--- config.mk ---
export PLATFORM = sky130hd
export DESIGN_NAME = crd_read_dma
export DESIGN_NICKNAME = d
export VERILOG_FILES = /design/src/hw/crd_pkg.sv /design/src/hw/crd_read_dma.sv
export VERILOG_INCLUDE_DIRS = /design/src /design/src/hw
export SDC_FILE = /design/constraint.sdc
export NUM_CORES = 1
export LEC_CHECK = 0
export BUFFER_PORTS_ARGS = -buffer_cell sky130_fd_sc_hd__buf_2
export CAP_MARGIN = 30
export CORE_ASPECT_RATIO = 1.2
export CORE_UTILIZATION = 45
export DETAILED_ROUTE_END_ITERATION = 8
export GPL_TIMING_DRIVEN = 1
export HOLD_SLACK_MARGIN = 0.05
export PLACE_DENSITY = 0.63
export SLEW_MARGIN = 20
export SYNTH_ARGS = -nofsm -noshare
export SYNTH_HDL_FRONTEND = slang
export SYNTH_SLANG_ARGS = --single-unit
export TNS_END_PERCENT = 5
--- constraint.sdc ---
create_clock -name pclk -period 2.6 [get_ports pclk]
set_input_delay 0.13 -clock pclk [delete_from_list [all_inputs] [get_ports pclk]]
set_output_delay 0.13 -clock pclk [all_outputs]
set_load 0.02 [all_outputs]
--- src/hw/crd_defs.svh ---
/*
 * Offsets, field positions, reset values and sizes of the card read path.
 * Assumes inclusion by bare name from the package and the design module.
 */
`ifndef CRD_DEFS_SVH
`define CRD_DEFS_SVH

// ============================================================
// register byte offsets
`define CRD_OFS_MODE      8'h00
`define CRD_OFS_DMACFG    8'h04
`define CRD_OFS_CTRL      8'h08
`define CRD_OFS_STATUS    8'h0c
`define CRD_OFS_FIFO      8'h10

// ============================================================
// field positions
`define CRD_MODE_LEN_MSB  15
`define CRD_MODE_STALL    16
`define CRD_CFG_OFS_MSB   1
`define CRD_CFG_CHK_LSB   4
`define CRD_CFG_HSEN      8
`define CRD_CFG_ROUND     12
`define CRD_CTRL_START    0
`define CRD_ST_COMMAND_READY_FLAG     0
`define CRD_ST_CARD_NOT_BUSY_FLAG    1
`define CRD_ST_DONE       2
`define CRD_ST_OVR        3
`define CRD_ST_CNT_LSB    8

// ============================================================
// reset values and sizes
`define CRD_MODE_RST      32'h0000_0000
`define CRD_CFG_RST       32'h0000_0000
`define CRD_FIFO_DEPTH    8
`define CRD_FIFO_AW       3

`endif

--- src/hw/crd_pkg.sv ---
/*
 * Types of the card read path.
 * Assumes crd_defs.svh is on the include path.
 */
`include "crd_defs.svh"

package crd_pkg;

	// ============================================================
	// received byte from the card link logic
	typedef struct packed {
		logic       valid;
		logic [7:0] data;
	} crd_rx_t;

	// ============================================================
	// snapshot of what a read of the fifo window consumes
	typedef enum logic [1:0] {
		CRD_POP_NONE = 2'b00,
		CRD_POP_WORD = 2'b01,
		CRD_POP_BYTE = 2'b10
	} crd_pop_t;

endpackage : crd_pkg

--- src/hw/crd_read_dma.sv ---
/*
 * Single-block read data path of a card host: byte packer, receive fifo,
 * dma request handshake and apb register slave.
 * Assumes card link logic and command logic on pclk; the dma controller
 * reads the fifo window over apb, one word or one tail byte per read.
 */
// Added by the designer: the APB slave port and the address map.
`timescale 1ns/1ps
`include "crd_defs.svh"

module crd_read_dma (
	input  wire logic            pclk,
	input  wire logic            presetn,
	input  wire logic            psel,
	input  wire logic            penable,
	input  wire logic            pwrite,
	input  wire logic [7:0]      paddr,
	input  wire logic [31:0]     pwdata,
	output logic                 pready,
	output logic [31:0]          prdata,
	output logic                 pslverr,
	input  wire crd_pkg::crd_rx_t rx,
	output logic                 rx_ready,
	input  wire logic            cmd_ready,
	input  wire logic            card_busy,
	output logic                 dma_req
);

	// ============================================================
	// state
	logic [31:0]         mode_q, mode_d, cfg_q, cfg_d;
	logic [31:0]         mem_q [`CRD_FIFO_DEPTH];
	logic [31:0]         mem_d [`CRD_FIFO_DEPTH];
	logic [`CRD_FIFO_AW-1:0] wp_q, wp_d, rp_q, rp_d;
	logic [`CRD_FIFO_AW:0]   cnt_q, cnt_d;
	logic [31:0]         pack_q, pack_d, tail_q, tail_d;
	logic [1:0]          pcnt_q, pcnt_d, tn_q, tn_d;
	logic [15:0]         rem_q, rem_d;
	logic                act_q, act_d, done_q, done_d, ovr_q, ovr_d;
	logic                pready_q, pready_d, slverr_q, slverr_d;
	logic                req_q, req_d, rdy_q, rdy_d;
	logic [31:0]         rd_q, rd_d;
	crd_pkg::crd_pop_t   pop_q, pop_d;

	logic                acc, wr, take, last, push;
	logic [31:0]         word;
	logic [`CRD_FIFO_AW:0]   chunk;

	// chunk size select codes 1, 2, 4 or 8 words
	function automatic logic [`CRD_FIFO_AW:0] chunk_words(
		input logic [1:0] sel);
		chunk_words = (`CRD_FIFO_AW+1)'(1) << sel;
	endfunction : chunk_words

	function automatic logic hit(input logic [7:0] a, input logic [7:0] o);
		hit = (a == o);
	endfunction : hit

	assign acc   = psel & penable & pready_q;
	assign wr    = acc & pwrite;
	assign take  = rx.valid & rdy_q & act_q & (rem_q != 16'h0000);
	assign last  = take & (rem_q == 16'h0001);
	assign chunk = chunk_words(cfg_q[`CRD_CFG_CHK_LSB+1:`CRD_CFG_CHK_LSB]);

	// ============================================================
	// next state
	always_comb begin
		mode_d   = mode_q;
		cfg_d    = cfg_q;
		mem_d    = mem_q;
		wp_d     = wp_q;
		rp_d     = rp_q;
		cnt_d    = cnt_q;
		pack_d   = pack_q;
		pcnt_d   = pcnt_q;
		tail_d   = tail_q;
		tn_d     = tn_q;
		rem_d    = rem_q;
		act_d    = act_q;
		done_d   = done_q;
		ovr_d    = ovr_q;
		pop_d    = pop_q;
		rd_d     = rd_q;
		slverr_d = slverr_q;
		push     = 1'b0;
		word     = pack_q;
		// apb: answer prepared in setup, acted upon in access
		pready_d = psel & ~penable;
		if (psel & ~penable) begin
			pop_d    = crd_pkg::CRD_POP_NONE;
			rd_d     = 32'h0000_0000;
			slverr_d = 1'b0;
			if (hit(paddr, `CRD_OFS_MODE))
				rd_d = mode_q;
			else if (hit(paddr, `CRD_OFS_DMACFG))
				rd_d = cfg_q;
			else if (hit(paddr, `CRD_OFS_STATUS)) begin
				rd_d[`CRD_ST_COMMAND_READY_FLAG]  = cmd_ready;
				rd_d[`CRD_ST_CARD_NOT_BUSY_FLAG] = ~card_busy;
				rd_d[`CRD_ST_DONE]    = done_q;
				rd_d[`CRD_ST_OVR]     = ovr_q;
				rd_d[`CRD_ST_CNT_LSB+`CRD_FIFO_AW:`CRD_ST_CNT_LSB] = cnt_q;
			end else if (hit(paddr, `CRD_OFS_FIFO) & ~pwrite) begin
				if (cnt_q != '0) begin
					rd_d  = mem_q[rp_q];
					pop_d = crd_pkg::CRD_POP_WORD;
				end else if (tn_q != 2'b00) begin
					rd_d  = {24'h000000, tail_q[7:0]};
					pop_d = crd_pkg::CRD_POP_BYTE;
				end
			end else if (!hit(paddr, `CRD_OFS_CTRL))
				slverr_d = 1'b1;
		end
		if (wr & hit(paddr, `CRD_OFS_MODE))
			mode_d = pwdata;
		if (wr & hit(paddr, `CRD_OFS_DMACFG))
			cfg_d = pwdata;
		// reading status clears only what the read showed; a new set wins
		if (acc & ~pwrite & hit(paddr, `CRD_OFS_STATUS)) begin
			if (rd_q[`CRD_ST_DONE])
				done_d = 1'b0;
			if (rd_q[`CRD_ST_OVR])
				ovr_d = 1'b0;
		end
		// dma reads of the window
		if (acc & (pop_q == crd_pkg::CRD_POP_WORD)) begin
			rp_d  = rp_q + 1'b1;
			cnt_d = cnt_d - 1'b1;
		end
		if (acc & (pop_q == crd_pkg::CRD_POP_BYTE)) begin
			tail_d = {8'h00, tail_q[31:8]};
			tn_d   = tn_q - 2'b01;
		end
		// start of a block read
		if (wr & hit(paddr, `CRD_OFS_CTRL) & pwdata[`CRD_CTRL_START]) begin
			rem_d  = mode_q[`CRD_MODE_LEN_MSB:0];
			act_d  = 1'b1;
			done_d = 1'b0;
			pack_d = 32'h0000_0000;
			pcnt_d = 2'b00;
			tn_d   = 2'b00;
		end
		// byte packer
		if (take) begin
			word = pack_q;
			word[8*pcnt_q +: 8] = rx.data;
			rem_d  = rem_q - 16'h0001;
			pcnt_d = pcnt_q + 2'b01;
			pack_d = word;
			if (pcnt_q == 2'b11) begin
				push   = 1'b1;
				pack_d = 32'h0000_0000;
			end else if (last) begin
				pack_d = 32'h0000_0000;
				pcnt_d = 2'b00;
				if (cfg_q[`CRD_CFG_ROUND])
					push = 1'b1;
				else begin
					tail_d = word;
					tn_d   = pcnt_q + 2'b01;
				end
			end
		end
		if (push) begin
			if (cnt_q == `CRD_FIFO_DEPTH) begin
				ovr_d = 1'b1;
			end else begin
				mem_d[wp_q] = word;
				wp_d        = wp_q + 1'b1;
				cnt_d       = cnt_d + 1'b1;
			end
		end
		// done once every byte arrived and the dma drained all of them
		if (act_q & (rem_q == 16'h0000) & (cnt_q == '0) & (tn_q == 2'b00)
		    & ~push) begin
			act_d  = 1'b0;
			done_d = 1'b1;
		end
		// stall reception one word short of full
		rdy_d = act_d & ((cnt_d < (`CRD_FIFO_AW+1)'(`CRD_FIFO_DEPTH - 1))
		        | ~mode_q[`CRD_MODE_STALL]);
		// request: a whole chunk, or the remains after the last byte
		req_d = cfg_q[`CRD_CFG_HSEN]
		        & ((cnt_q >= chunk)
		        | ((rem_q == 16'h0000) & ((cnt_q != '0)
		        | (tn_q != 2'b00))));
	end

	// ============================================================
	// registers
	always_ff @(posedge pclk or negedge presetn) begin
		if (!presetn) begin
			mode_q   <= `CRD_MODE_RST;
			cfg_q    <= `CRD_CFG_RST;
			for (int i = 0; i < `CRD_FIFO_DEPTH; i++)
				mem_q[i] <= 32'h0000_0000;
			wp_q     <= '0;
			rp_q     <= '0;
			cnt_q    <= '0;
			pack_q   <= 32'h0000_0000;
			pcnt_q   <= 2'b00;
			tail_q   <= 32'h0000_0000;
			tn_q     <= 2'b00;
			rem_q    <= 16'h0000;
			act_q    <= 1'b0;
			done_q   <= 1'b0;
			ovr_q    <= 1'b0;
			pop_q    <= crd_pkg::CRD_POP_NONE;
			rd_q     <= 32'h0000_0000;
			pready_q <= 1'b0;
			slverr_q <= 1'b0;
			req_q    <= 1'b0;
			rdy_q    <= 1'b0;
		end else begin
			mode_q   <= mode_d;
			cfg_q    <= cfg_d;
			mem_q    <= mem_d;
			wp_q     <= wp_d;
			rp_q     <= rp_d;
			cnt_q    <= cnt_d;
			pack_q   <= pack_d;
			pcnt_q   <= pcnt_d;
			tail_q   <= tail_d;
			tn_q     <= tn_d;
			rem_q    <= rem_d;
			act_q    <= act_d;
			done_q   <= done_d;
			ovr_q    <= ovr_d;
			pop_q    <= pop_d;
			rd_q     <= rd_d;
			pready_q <= pready_d;
			slverr_q <= slverr_d;
			req_q    <= req_d;
			rdy_q    <= rdy_d;
		end
	end

	assign pready   = pready_q;
	assign prdata   = rd_q;
	assign pslverr  = slverr_q;
	assign rx_ready = rdy_q;
	assign dma_req  = req_q;
endmodule : crd_read_dma
==> impl_metrics.ini, run 1 <==
[floorplan]
die_h_um = 241
initial_utilization = 0.456
die_w_um = 201
coreArea_mm2 = 0.0469
die_area_mm2 = 0.0484
rows = 87
io_pins = 92

[logic_synthesis]
syn_nets = 1666
yosysWarnings = 0
synth_area_leaders = dfrtp_1, mux2_2, mux4_2
syn_area_mm2 = 0.0214
synthArstFlopShare = 1.00
avgSynthCellArea_um2 = 13.4
synth_seq_cells = 455
postSynthCellCount = 1593
yosysUniqueCellTypes = 70
synth_area_leader_cell = dfrtp_1
ys.flop_type = dfrtp_1
synth_most_common_cell = dfrtp_1
synth_top_cell_area_share = 0.532
ys_seq_area_frac = 0.532
synth-edff-count = 0
ys_top_cells_by_count = dfrtp_1, mux2_2, o21ai_0, mux2i_1, mux4_2

[timing]
fmaxAchievable_mhz = 379
fin_skew_ns = 0.0157
worst_pin_slew_ns = 0.710
report.final.hold_viol_count = 0
relSlewSlack = 0.527
maxSlewViolCount = 0
timing.hold.ws_ns = 0.0980
setup_viol = 42
min_period_over_period = 1.01
fin_crit_ns = 2.64
worst_slack_ns = -0.0376
rsz0062_at_grt = yes

[drt]
drc = 0
dr.pass1.iters = 5
drt_iter0_markers = 987
wl_per_cell_um = 24.8
wl_um = 60700
vias = 14452
ant_nets = 0
viasPerCell = 5.91

[critical_path]
cpLargestDelayFamily = simple AND/OR/NAND/NOR gates
cp-end-kind = register
worstPathArrival_ns = 3.08
critPathSlowestCell = or3b_4
crit_type = reg -> reg
crit_fanout = 8
worstSetupStartpointType = register
crit_buf_inv = 3
crit_path_max_incr_delay_ns = 0.56
path_cells = inv_2, ha_2, nor4bb_4, a41o_1, buf_6, nand4_1, or3b_4, buf_16, mux2_1
required_ns = 3.04

[clocking]
htreeDepth = 2
cts_buffer_depth = 3
path_clk_slew_ns = 0.06
cts_made_buffers = 47
root_buffer = clkbuf_16
clock-sinks = 455
cts_tree = done
insertion_delay_ns = 0.57

[place]
place_hpwl_um = 40900
place.gp.congestion = 0.860
portBuffers = 91

[global_routing]
grt_overflow = 0
use_met3 = 0.0293
grt-busiest-layer = met2
grt_pass1_wl_um = 93700
grt_use_total = 0.253
grt_max_degree = 58
use_met2 = 0.434
grt_pass1_vias = 15159
antenna_found_initial = 1
use_met1 = 0.324

[cells_and_area]
drive_above_1_share = 0.414
nets = 1860
fin_util = 0.546
syn_to_final_growth_pct = 19.8

[status]
violations = negative setup slack
status = finished, violations left

[power]
pwr_density_cell_mw_per_mm2 = 552
p_leak_nw = 12.5
ir_worst_vdd_v = 0.000371

[job]
maxCapViolations = 0

[worst_hold_path]
worstHoldPathType = in -> reg
-- layout make-up --
type	count	area (um2)
Clock buffer	67	1360
Sequential cell	455	11400
Antenna cell	1	2.50
Inverter	21	78.8
Timing Repair Buffer	253	2230
Multi-Input combinational cell	1009	9650
Tap cell	623	779
Clock inverter	15	135
Fill cell	3858	21300
-- per-layer routing --
layer	vias to the layer above	part of all wire
li1	6357	-
met1	7610	0.41
met2	367	0.50
met3	118	0.038
met4	0	0.048
met5	-	0
-- cell usage in the layout (no fill, tap or decap), types with 26 or more instances in the layout --
cell type | netlist | layout
dfrtp_1 | 455 | 450
mux2_2 | 354 | 354
buf_2 | 32 | 90
buf_4 | 0 | 81
mux2i_1 | 66 | 66
mux4_2 | 64 | 64
o21ai_0 | 71 | 63
nand2_1 | 56 | 55
a21oi_1 | 52 | 52
clkbuf_16 | 0 | 51
dlygate4sd3_1 | 0 | 45
nor2b_1 | 36 | 36
o2bb2ai_1 | 33 | 33
nor2_1 | 31 | 27
buf_12 | 0 | 26
-- final timing paths --
check / startpoint / endpoint / cells after the start / slack (ns)
min in group asynchronous: presetn / rem_q[3]$_DFFE_PN0P_ / 2 / 0.11
max in group asynchronous: presetn / cfg_q[28]$_DFFE_PN0P_ / 3 / 1.51
setup / recovery: rem_q[1]$_DFFE_PN0P_ / mem_q[100]$_DFFE_PN0P_ / 9 / -0.04
hold reg to reg: prdata[27]$_DFFE_PN0P_ / prdata[27]$_DFFE_PN0P_ / 2 / 0.48
setup reg to reg: rem_q[1]$_DFFE_PN0P_ / mem_q[100]$_DFFE_PN0P_ / 9 / -0.04
hold / removal: paddr[7] / pop_q[0]$_DFFE_PN0P_ / 4 / 0.1
-- power by group --
group / total [mW] / leakage (nW) / switching (mW) / internal, mW
Clock: 6.63 / 0.745 / 2.80 / 3.83
Combinational: 0.422 / 5.43 / 0.278 / 0.144
Sequential: 7.11 / 6.29 / 0.0134 / 7.10
-- worst min-delay path, cell delays in order --
cell,delay [ns]
buf_2,0.09
or4_4,0.13
or4b_2,0.17
o21ai_0,0.10
-- registers in the layout, indices dropped and copies added, names as in the netlist, 2 cells and up --
register,cells
cfg_q,32
cnt_q,4
mem_q,256
mode_q,32
pack_q,32
pcnt_q,2
pop_q,2
prdata,32
rem_q,16
rp_q,3
tail_q,32
tn_q,2
wp_q,3
-- timing repair --
item / in CTS / in global routing
pin swaps: 1 / 6
buffers inserted: 1 / 4
gates resized for setup: 10 / 38
hold buffers: 45 / 0
endpoints found under the setup margin: 194 / 272
endpoints found under the hold margin: 311 / 0
gates cloned: 0 / 5
-- logic make-up after synthesis --
family	count (synthesis)	synth area share
adders and majority gates	17	0.00994
and+or+nand+nor	228	0.0598
muxes	487	0.286
buffers and inverters	129	0.0249
AOI/OAI and AO/OA	264	0.0813
DFF	455	0.532
xor gates and xnor gates	13	0.00596
-- stage by stage --
stage | cell area [um2] | std cells | power [mW] | setup slack (ns) | setup TNS, ns
after global routing | 25600 | 2444 | 14.6 | -0.105 | -3.57
after floorplan | 21400 | 1593 | 7.33 | 0.0265 | 0
after CTS | 25400 | 2434 | 14.3 | -0.0473 | -0.283
after detailed placement | 23400 | 2306 | 7.62 | -0.295 | -16.13
after global placement | 23400 | 2306 | 7.61 | -0.258 | -11.90
final | 25600 | 2444 | 14.2 | -0.0376 | -0.586
(Power assumes the default switching activity.)
==> run 2: changes to the inputs <==
--- a/config.mk
+++ b/config.mk
@@ -6,14 +6,14 @@
 export SDC_FILE = /design/constraint.sdc
 export NUM_CORES = 1
 export LEC_CHECK = 0
-export BUFFER_PORTS_ARGS = -buffer_cell sky130_fd_sc_hd__buf_2
 export CAP_MARGIN = 30
 export CORE_ASPECT_RATIO = 1.2
 export CORE_UTILIZATION = 45
 export DETAILED_ROUTE_END_ITERATION = 8
+export DONT_BUFFER_PORTS = 1
 export GPL_TIMING_DRIVEN = 1
 export HOLD_SLACK_MARGIN = 0.05
-export PLACE_DENSITY = 0.63
+export PLACE_DENSITY = 0.61
 export SLEW_MARGIN = 20
 export SYNTH_ARGS = -nofsm -noshare
 export SYNTH_HDL_FRONTEND = slang
==> run 2 against run 1 <==
The flow finishes with violations (negative hold slack, max-slew violations). Power down 1.5%. Combinational power down 56%. Register-to-register slack better by 0.04 ns. Cell area down 2.4%. Die area unchanged. Highest routed layer unchanged. Critical path depth unchanged. Via count down 2.9%. Core utilization down 1.3 points.
==> impl_metrics.ini, run 2 (synthesis results as in run 1) <==
[status]
status = finished, violations left
violations = negative hold slack, max-slew violations

[critical_path]
cpMostUsedCell = buf_6
rrSetupSlack_ns = 0.004
cpLargestDelayFamily = buffers and inverters
required_ns = 3.04
worstSetupStartpointType = register
crit_path_max_incr_delay_ns = 0.45
cp-end-kind = register
crit_type = reg -> reg
worstPathArrival_ns = 3.03
crit_buf_inv = 4
critPathSlowestCell = dfrtp_2
worstReg2RegEnd = mem_q[138]$_DFFE_PN0P_
crit_fanout = 16
path_cells = nor4_4, buf_4, a41o_1, nand3_2, buf_6, nor4b_4, buf_6, clkbuf_16, mux2_2
reg2reg_from = rem_q[4]$_DFFE_PN0P_
rr_worst_depth = 9

[floorplan]
coreArea_mm2 = 0.0469
rows = 87
die_area_mm2 = 0.0484
die_h_um = 241
io_pins = 92
initial_utilization = 0.456
die_w_um = 201

[global_routing]
antenna_found_initial = 1
grt_overflow = 0
grt_pass1_wl_um = 89000
grt_pass1_vias = 14394
grt_use_total = 0.240
grt_max_degree = 456

[drt]
vias = 14027
drt_iter0_markers = 1023
ant_nets = 0
wl_um = 57600
viasPerCell = 5.96
wl_per_cell_um = 24.5
dr.pass1.iters = 5
drc = 0

[cells_and_area]
layout_commonest_cell = dfrtp_1
regMostFlops = mem_q
final_cell_mix = dfrtp_1, mux2_2, buf_4, o21ai_0, mux2i_1
nets = 1766
syn_to_final_growth_pct = 16.9
largest_register_ff_count = 256
diodes = 0
drive_above_1_share = 0.370

[power]
pwr_density_cell_mw_per_mm2 = 557
ir_worst_vdd_v = 0.000433
p_leak_nw = 12.0

[timing]
fmaxAchievable_mhz = 385
report.final.hold_viol_count = 455
fin_crit_ns = 2.60
worst_slack_ns = 0.00405
maxSlewViolCount = 277
fin_skew_ns = 0.0227
timing.hold.ws_ns = -0.735
tns_ns = 0
min_period_over_period = 0.998
worst_pin_slew_ns = 1.66
setup_viol = 0
relSlewSlack = -0.108
rsz0062_at_grt = yes

[place]
portBuffers = 0
place.gp.congestion = 0.886
pre_cts_slack_ns = -0.00600
place_hpwl_um = 37700

[clocking]
cts_made_buffers = 46
root_buffer = clkbuf_16
clock-sinks = 455
insertion_delay_ns = 0.57
cts_tree = done
path_clk_slew_ns = 0.06
cts_buffer_depth = 3
hold_buffers = 52
htreeDepth = 2

[worst_hold_path]
worstHoldPathType = in -> async

[job]
maxCapViolations = 0
run 2: repair_timing:
action | 4_1_cts | 5_1_grt
buffers inserted | 0 | 4
gates resized for setup | 4 | 19
cloned | 0 | 2
pin swaps | 2 | 3
hold endpoints to repair | 609 | 455
endpoints found under the setup margin | 43 | 141
run 2: worst max path at each step:
| stage | startpoint | to | slack, ns | cells after the start |
|---|---|---|---|---|
| floorplan | rp_q[0]$_DFFE_PN0N_ | prdata[29]$_DFFE_PN0P_ | 0.03 | 6 |
| global placement | pcnt_q[0]$_DFFE_PN0P_ | mem_q[54]$_DFFE_PN0P_ | 0.02 | 8 |
| detailed placement | rem_q[1]$_DFFE_PN0P_ | mem_q[198]$_DFFE_PN0P_ | -0.006 | 8 |
| CTS | rem_q[7]$_DFFE_PN0P_ | mem_q[198]$_DFFE_PN0P_ | -0.01 | 7 |
| global route | rem_q[4]$_DFFE_PN0P_ | mem_q[138]$_DFFE_PN0P_ | -0.09 | 9 |
| finish | rem_q[4]$_DFFE_PN0P_ | mem_q[138]$_DFFE_PN0P_ | 0.004 | 9 |
run 2: cell type report:
| class | instances | area [um2] |
|---|---|---|
| fill | 3880 | 21900 |
| clock buffer | 71 | 1380 |
| tap | 623 | 779 |
| multi-input combinational | 1009 | 9600 |
| clock inverter | 13 | 144 |
| timing repair buffer | 160 | 1660 |
| inverter | 21 | 78.8 |
| sequential | 455 | 11400 |
run 2: where the power goes:
group | leakage, nW | switching, mW | internal (mW)
Sequential | 6.29 | 0.0292 | 7.10
Combinational | 4.92 | 0.0986 | 0.0865
Clock | 0.747 | 2.78 | 3.85
run 2: through the flow:
| step | std cells | cell area [um2] | total power, mW | util | hold WS [ns] |
|---|---|---|---|---|---|
| after global placement | 2210 | 22800 | 7.35 | 0.486 | -0.135 |
| final | 2352 | 25000 | 13.9 | 0.533 | -0.735 |
| after global routing | 2352 | 25000 | 14.4 | 0.533 | -0.755 |
| after floorplan | 1593 | 21400 | 7.33 | - | -0.166 |
| after detailed placement | 2210 | 22800 | 7.36 | 0.486 | -0.136 |
| after CTS | 2346 | 24900 | 14.1 | 0.530 | -0.743 |
run 2: layer usage:
layer  wire length, um  track usage  vias to the layer above
li1                  -            -                     6173
met1             25000        0.322                     7471
met2             29400        0.413                      314
met3              2160       0.0316                       69
met4              1100       0.0581                        0
met5                 0            0                        -
==> run 3: changes to the inputs <==
==> constraint.sdc (replaced) <==
create_clock -name pclk -period 2.3 [get_ports pclk]
set_input_delay 0.23 -clock pclk [delete_from_list [all_inputs] [get_ports pclk]]
set_output_delay 0.23 -clock pclk [all_outputs]
set_load 0.005 [all_outputs]
==> run 3 against run 2 <==
The run ends with negative hold slack, max-slew violations, negative setup slack left. Cell count up 3.0%. Maximum frequency up 3.6%. Flip-flop and latch count unchanged. Count of clock-buffer cells in the layout unchanged. Sequential share of layout area shrank 1.8 points. Power rose by 15%. Clock power up 18%. Critical endpoint is now mem_q[197]$_DFFE_PN0P_.
==> impl_metrics.ini, run 3 (synthesis results as in run 1) <==
[floorplan]
rows = 87
coreArea_mm2 = 0.0469
initial_utilization = 0.456
die_w_um = 201
io_pins = 92
die_h_um = 241
die_area_mm2 = 0.0484

[drt]
dr.pass1.iters = 6
drc = 0
wl_per_cell_um = 24.1
viasPerCell = 5.88
vias = 14248
drt_iter0_markers = 1208
ant_nets = 0
wl_um = 58500

[critical_path]
worstSetupStartpointType = register
worstPathArrival_ns = 2.98
crit_path_max_incr_delay_ns = 0.50
crit_buf_inv = 3
cp-end-kind = register
crit_type = reg -> reg
rrSetupSlack_ns = -0.21
rr_worst_depth = 9
critPathSlowestCell = or4_4
path_cells = inv_1, ha_2, nor3b_4, nand4_1, buf_4, nand3_2, or4_4, bufbuf_16, mux2_2
crit_fanout = 16
reg2reg_from = rem_q[0]$_DFFE_PN0P_
cpLargestDelayFamily = simple AND/OR/NAND/NOR gates
worstReg2RegEnd = mem_q[197]$_DFFE_PN0P_
required_ns = 2.77
crit_cells = 9

[worst_hold_path]
worstHoldPathType = in -> async

[cells_and_area]
instances_no_fill = 2422
syn_to_final_growth_pct = 21.8
nets = 1833
finish.instance_area_mm2 = 0.0261
multi_input_area_mm2 = 0.00986
layout_commonest_cell = dfrtp_1
drive_above_1_share = 0.403
final_cell_mix = dfrtp_1, mux2_2, buf_4, mux2i_1
nFillCells = 3809
regMostFlops = mem_q
regArea_mm2 = 0.0114
largest_register_ff_count = 256

[global_routing]
grt_max_degree = 456
use_met2 = 0.401
grt_overflow = 0
use_met1 = 0.328
grt-busiest-layer = met2
grt_pass1_vias = 15009
grt_use_total = 0.244
grt_pass1_wl_um = 90600
antenna_found_initial = 1
use_met3 = 0.0473

[status]
status = finished, violations left
violations = negative hold slack, max-slew violations, negative setup slack

[place]
portBuffers = 0
place.gp.congestion = 0.861
place_area_mm2 = 0.0235
place_hpwl_um = 37100
dp_cells = 2272

[clocking]
insertion_delay_ns = 0.59
clock-sinks = 455
cts_made_buffers = 46
cts_tree = done
cts_buffer_depth = 3
root_buffer = clkbuf_16
path_clk_slew_ns = 0.06
htreeDepth = 2

[timing]
setup_viol = 262
maxSlewViolCount = 231
worst_pin_slew_ns = 1.82
fin_crit_ns = 2.51
report.final.hold_viol_count = 455
fin_skew_ns = 0.0247
relSlewSlack = -0.216
rsz0062_at_grt = yes
min_period_over_period = 1.09
worst_slack_ns = -0.205
fmaxAchievable_mhz = 399
timing.hold.ws_ns = -0.666

[power]
ir_worst_vdd_v = 0.000432
pwr_density_cell_mw_per_mm2 = 617
p_leak_nw = 12.5

[job]
maxCapViolations = 0
## run 3: changes by cell type in the layout (fill, tap and decap cells not counted), moves of 3 or more
cell,previous run,this run
o21ai_0,71,64
o21a_2,0,5
mux2_1,3,0
mux2_2,354,309
a221oi_2,0,4
buf_4,80,131
o21ai_1,16,25
buf_12,22,29
buf_6,4,8
clkinv_2,5,9
o21a_1,5,0
mux2_4,0,48
a221oi_1,6,2
## run 3: area by class of cell
type,count,area share
flip-flops and latches,455,0.437
multi-input cells,1009,0.378
repair buffers,227,0.0909
clock buffers,71,0.0528
well taps,623,0.0299
clock inverters,15,0.00759
inverters,21,0.00302
diodes,1,0.0000960
## run 3: power breakdown
group | internal [mW] | switching [mW] | leakage, nW
clock | 4.58 | 3.24 | 0.779
sequential | 8.03 | 0.0199 | 6.29
combinational | 0.105 | 0.106 | 5.46
total | 12.7 | 3.37 | 12.5
## run 3: timing repair
| action | 4_1_cts | 5_1_grt |
|---|---|---|
| hold endpoints to repair | 595 | 456 |
| hold buffers | 51 | 1 |
| buffers inserted | 2 | 2 |
| pin swaps | 7 | 11 |
| setup endpoints to repair | 295 | 339 |
| gates cloned | 4 | 3 |
| resized for setup | 45 | 41 |
## run 3: worst max-delay path by stage
stage	start	endpoint	slack [ns]
CTS	rem_q[13]$_DFFE_PN0P_	mem_q[233]$_DFFE_PN0P_	-0.17
finish	rem_q[0]$_DFFE_PN0P_	mem_q[197]$_DFFE_PN0P_	-0.21
global placement	rem_q[1]$_DFFE_PN0P_	mem_q[198]$_DFFE_PN0P_	-0.17
detailed placement	rem_q[1]$_DFFE_PN0P_	mem_q[121]$_DFFE_PN0P_	-0.19
global route	rem_q[1]$_DFFE_PN0P_	mem_q[222]$_DFFE_PN0P_	-0.28
floorplan	rem_q[0]$_DFFE_PN0P_	mem_q[75]$_DFFE_PN0P_	-0.14
## run 3: stage by stage
stage	utilization	setup TNS [ns]	setup slack, ns	total power [mW]
finish	0.555	-29.46	-0.205	16.1
global route	0.555	-54.44	-0.279	16.6
CTS	0.550	-23.28	-0.171	16.2
detailed placement	0.500	-34.48	-0.192	8.30
global placement	0.500	-31.93	-0.169	8.30
floorplan	-	-20.23	-0.137	8.27
## run 3: routing by layer
layer  vias up  wire length (um)  part of all wire
li1       6321                 -                 -
met1      7465             26000              0.44
met2       375             28000              0.48
met3        87              2990             0.051
met4         0              1570             0.027
met5         -                 0                 0
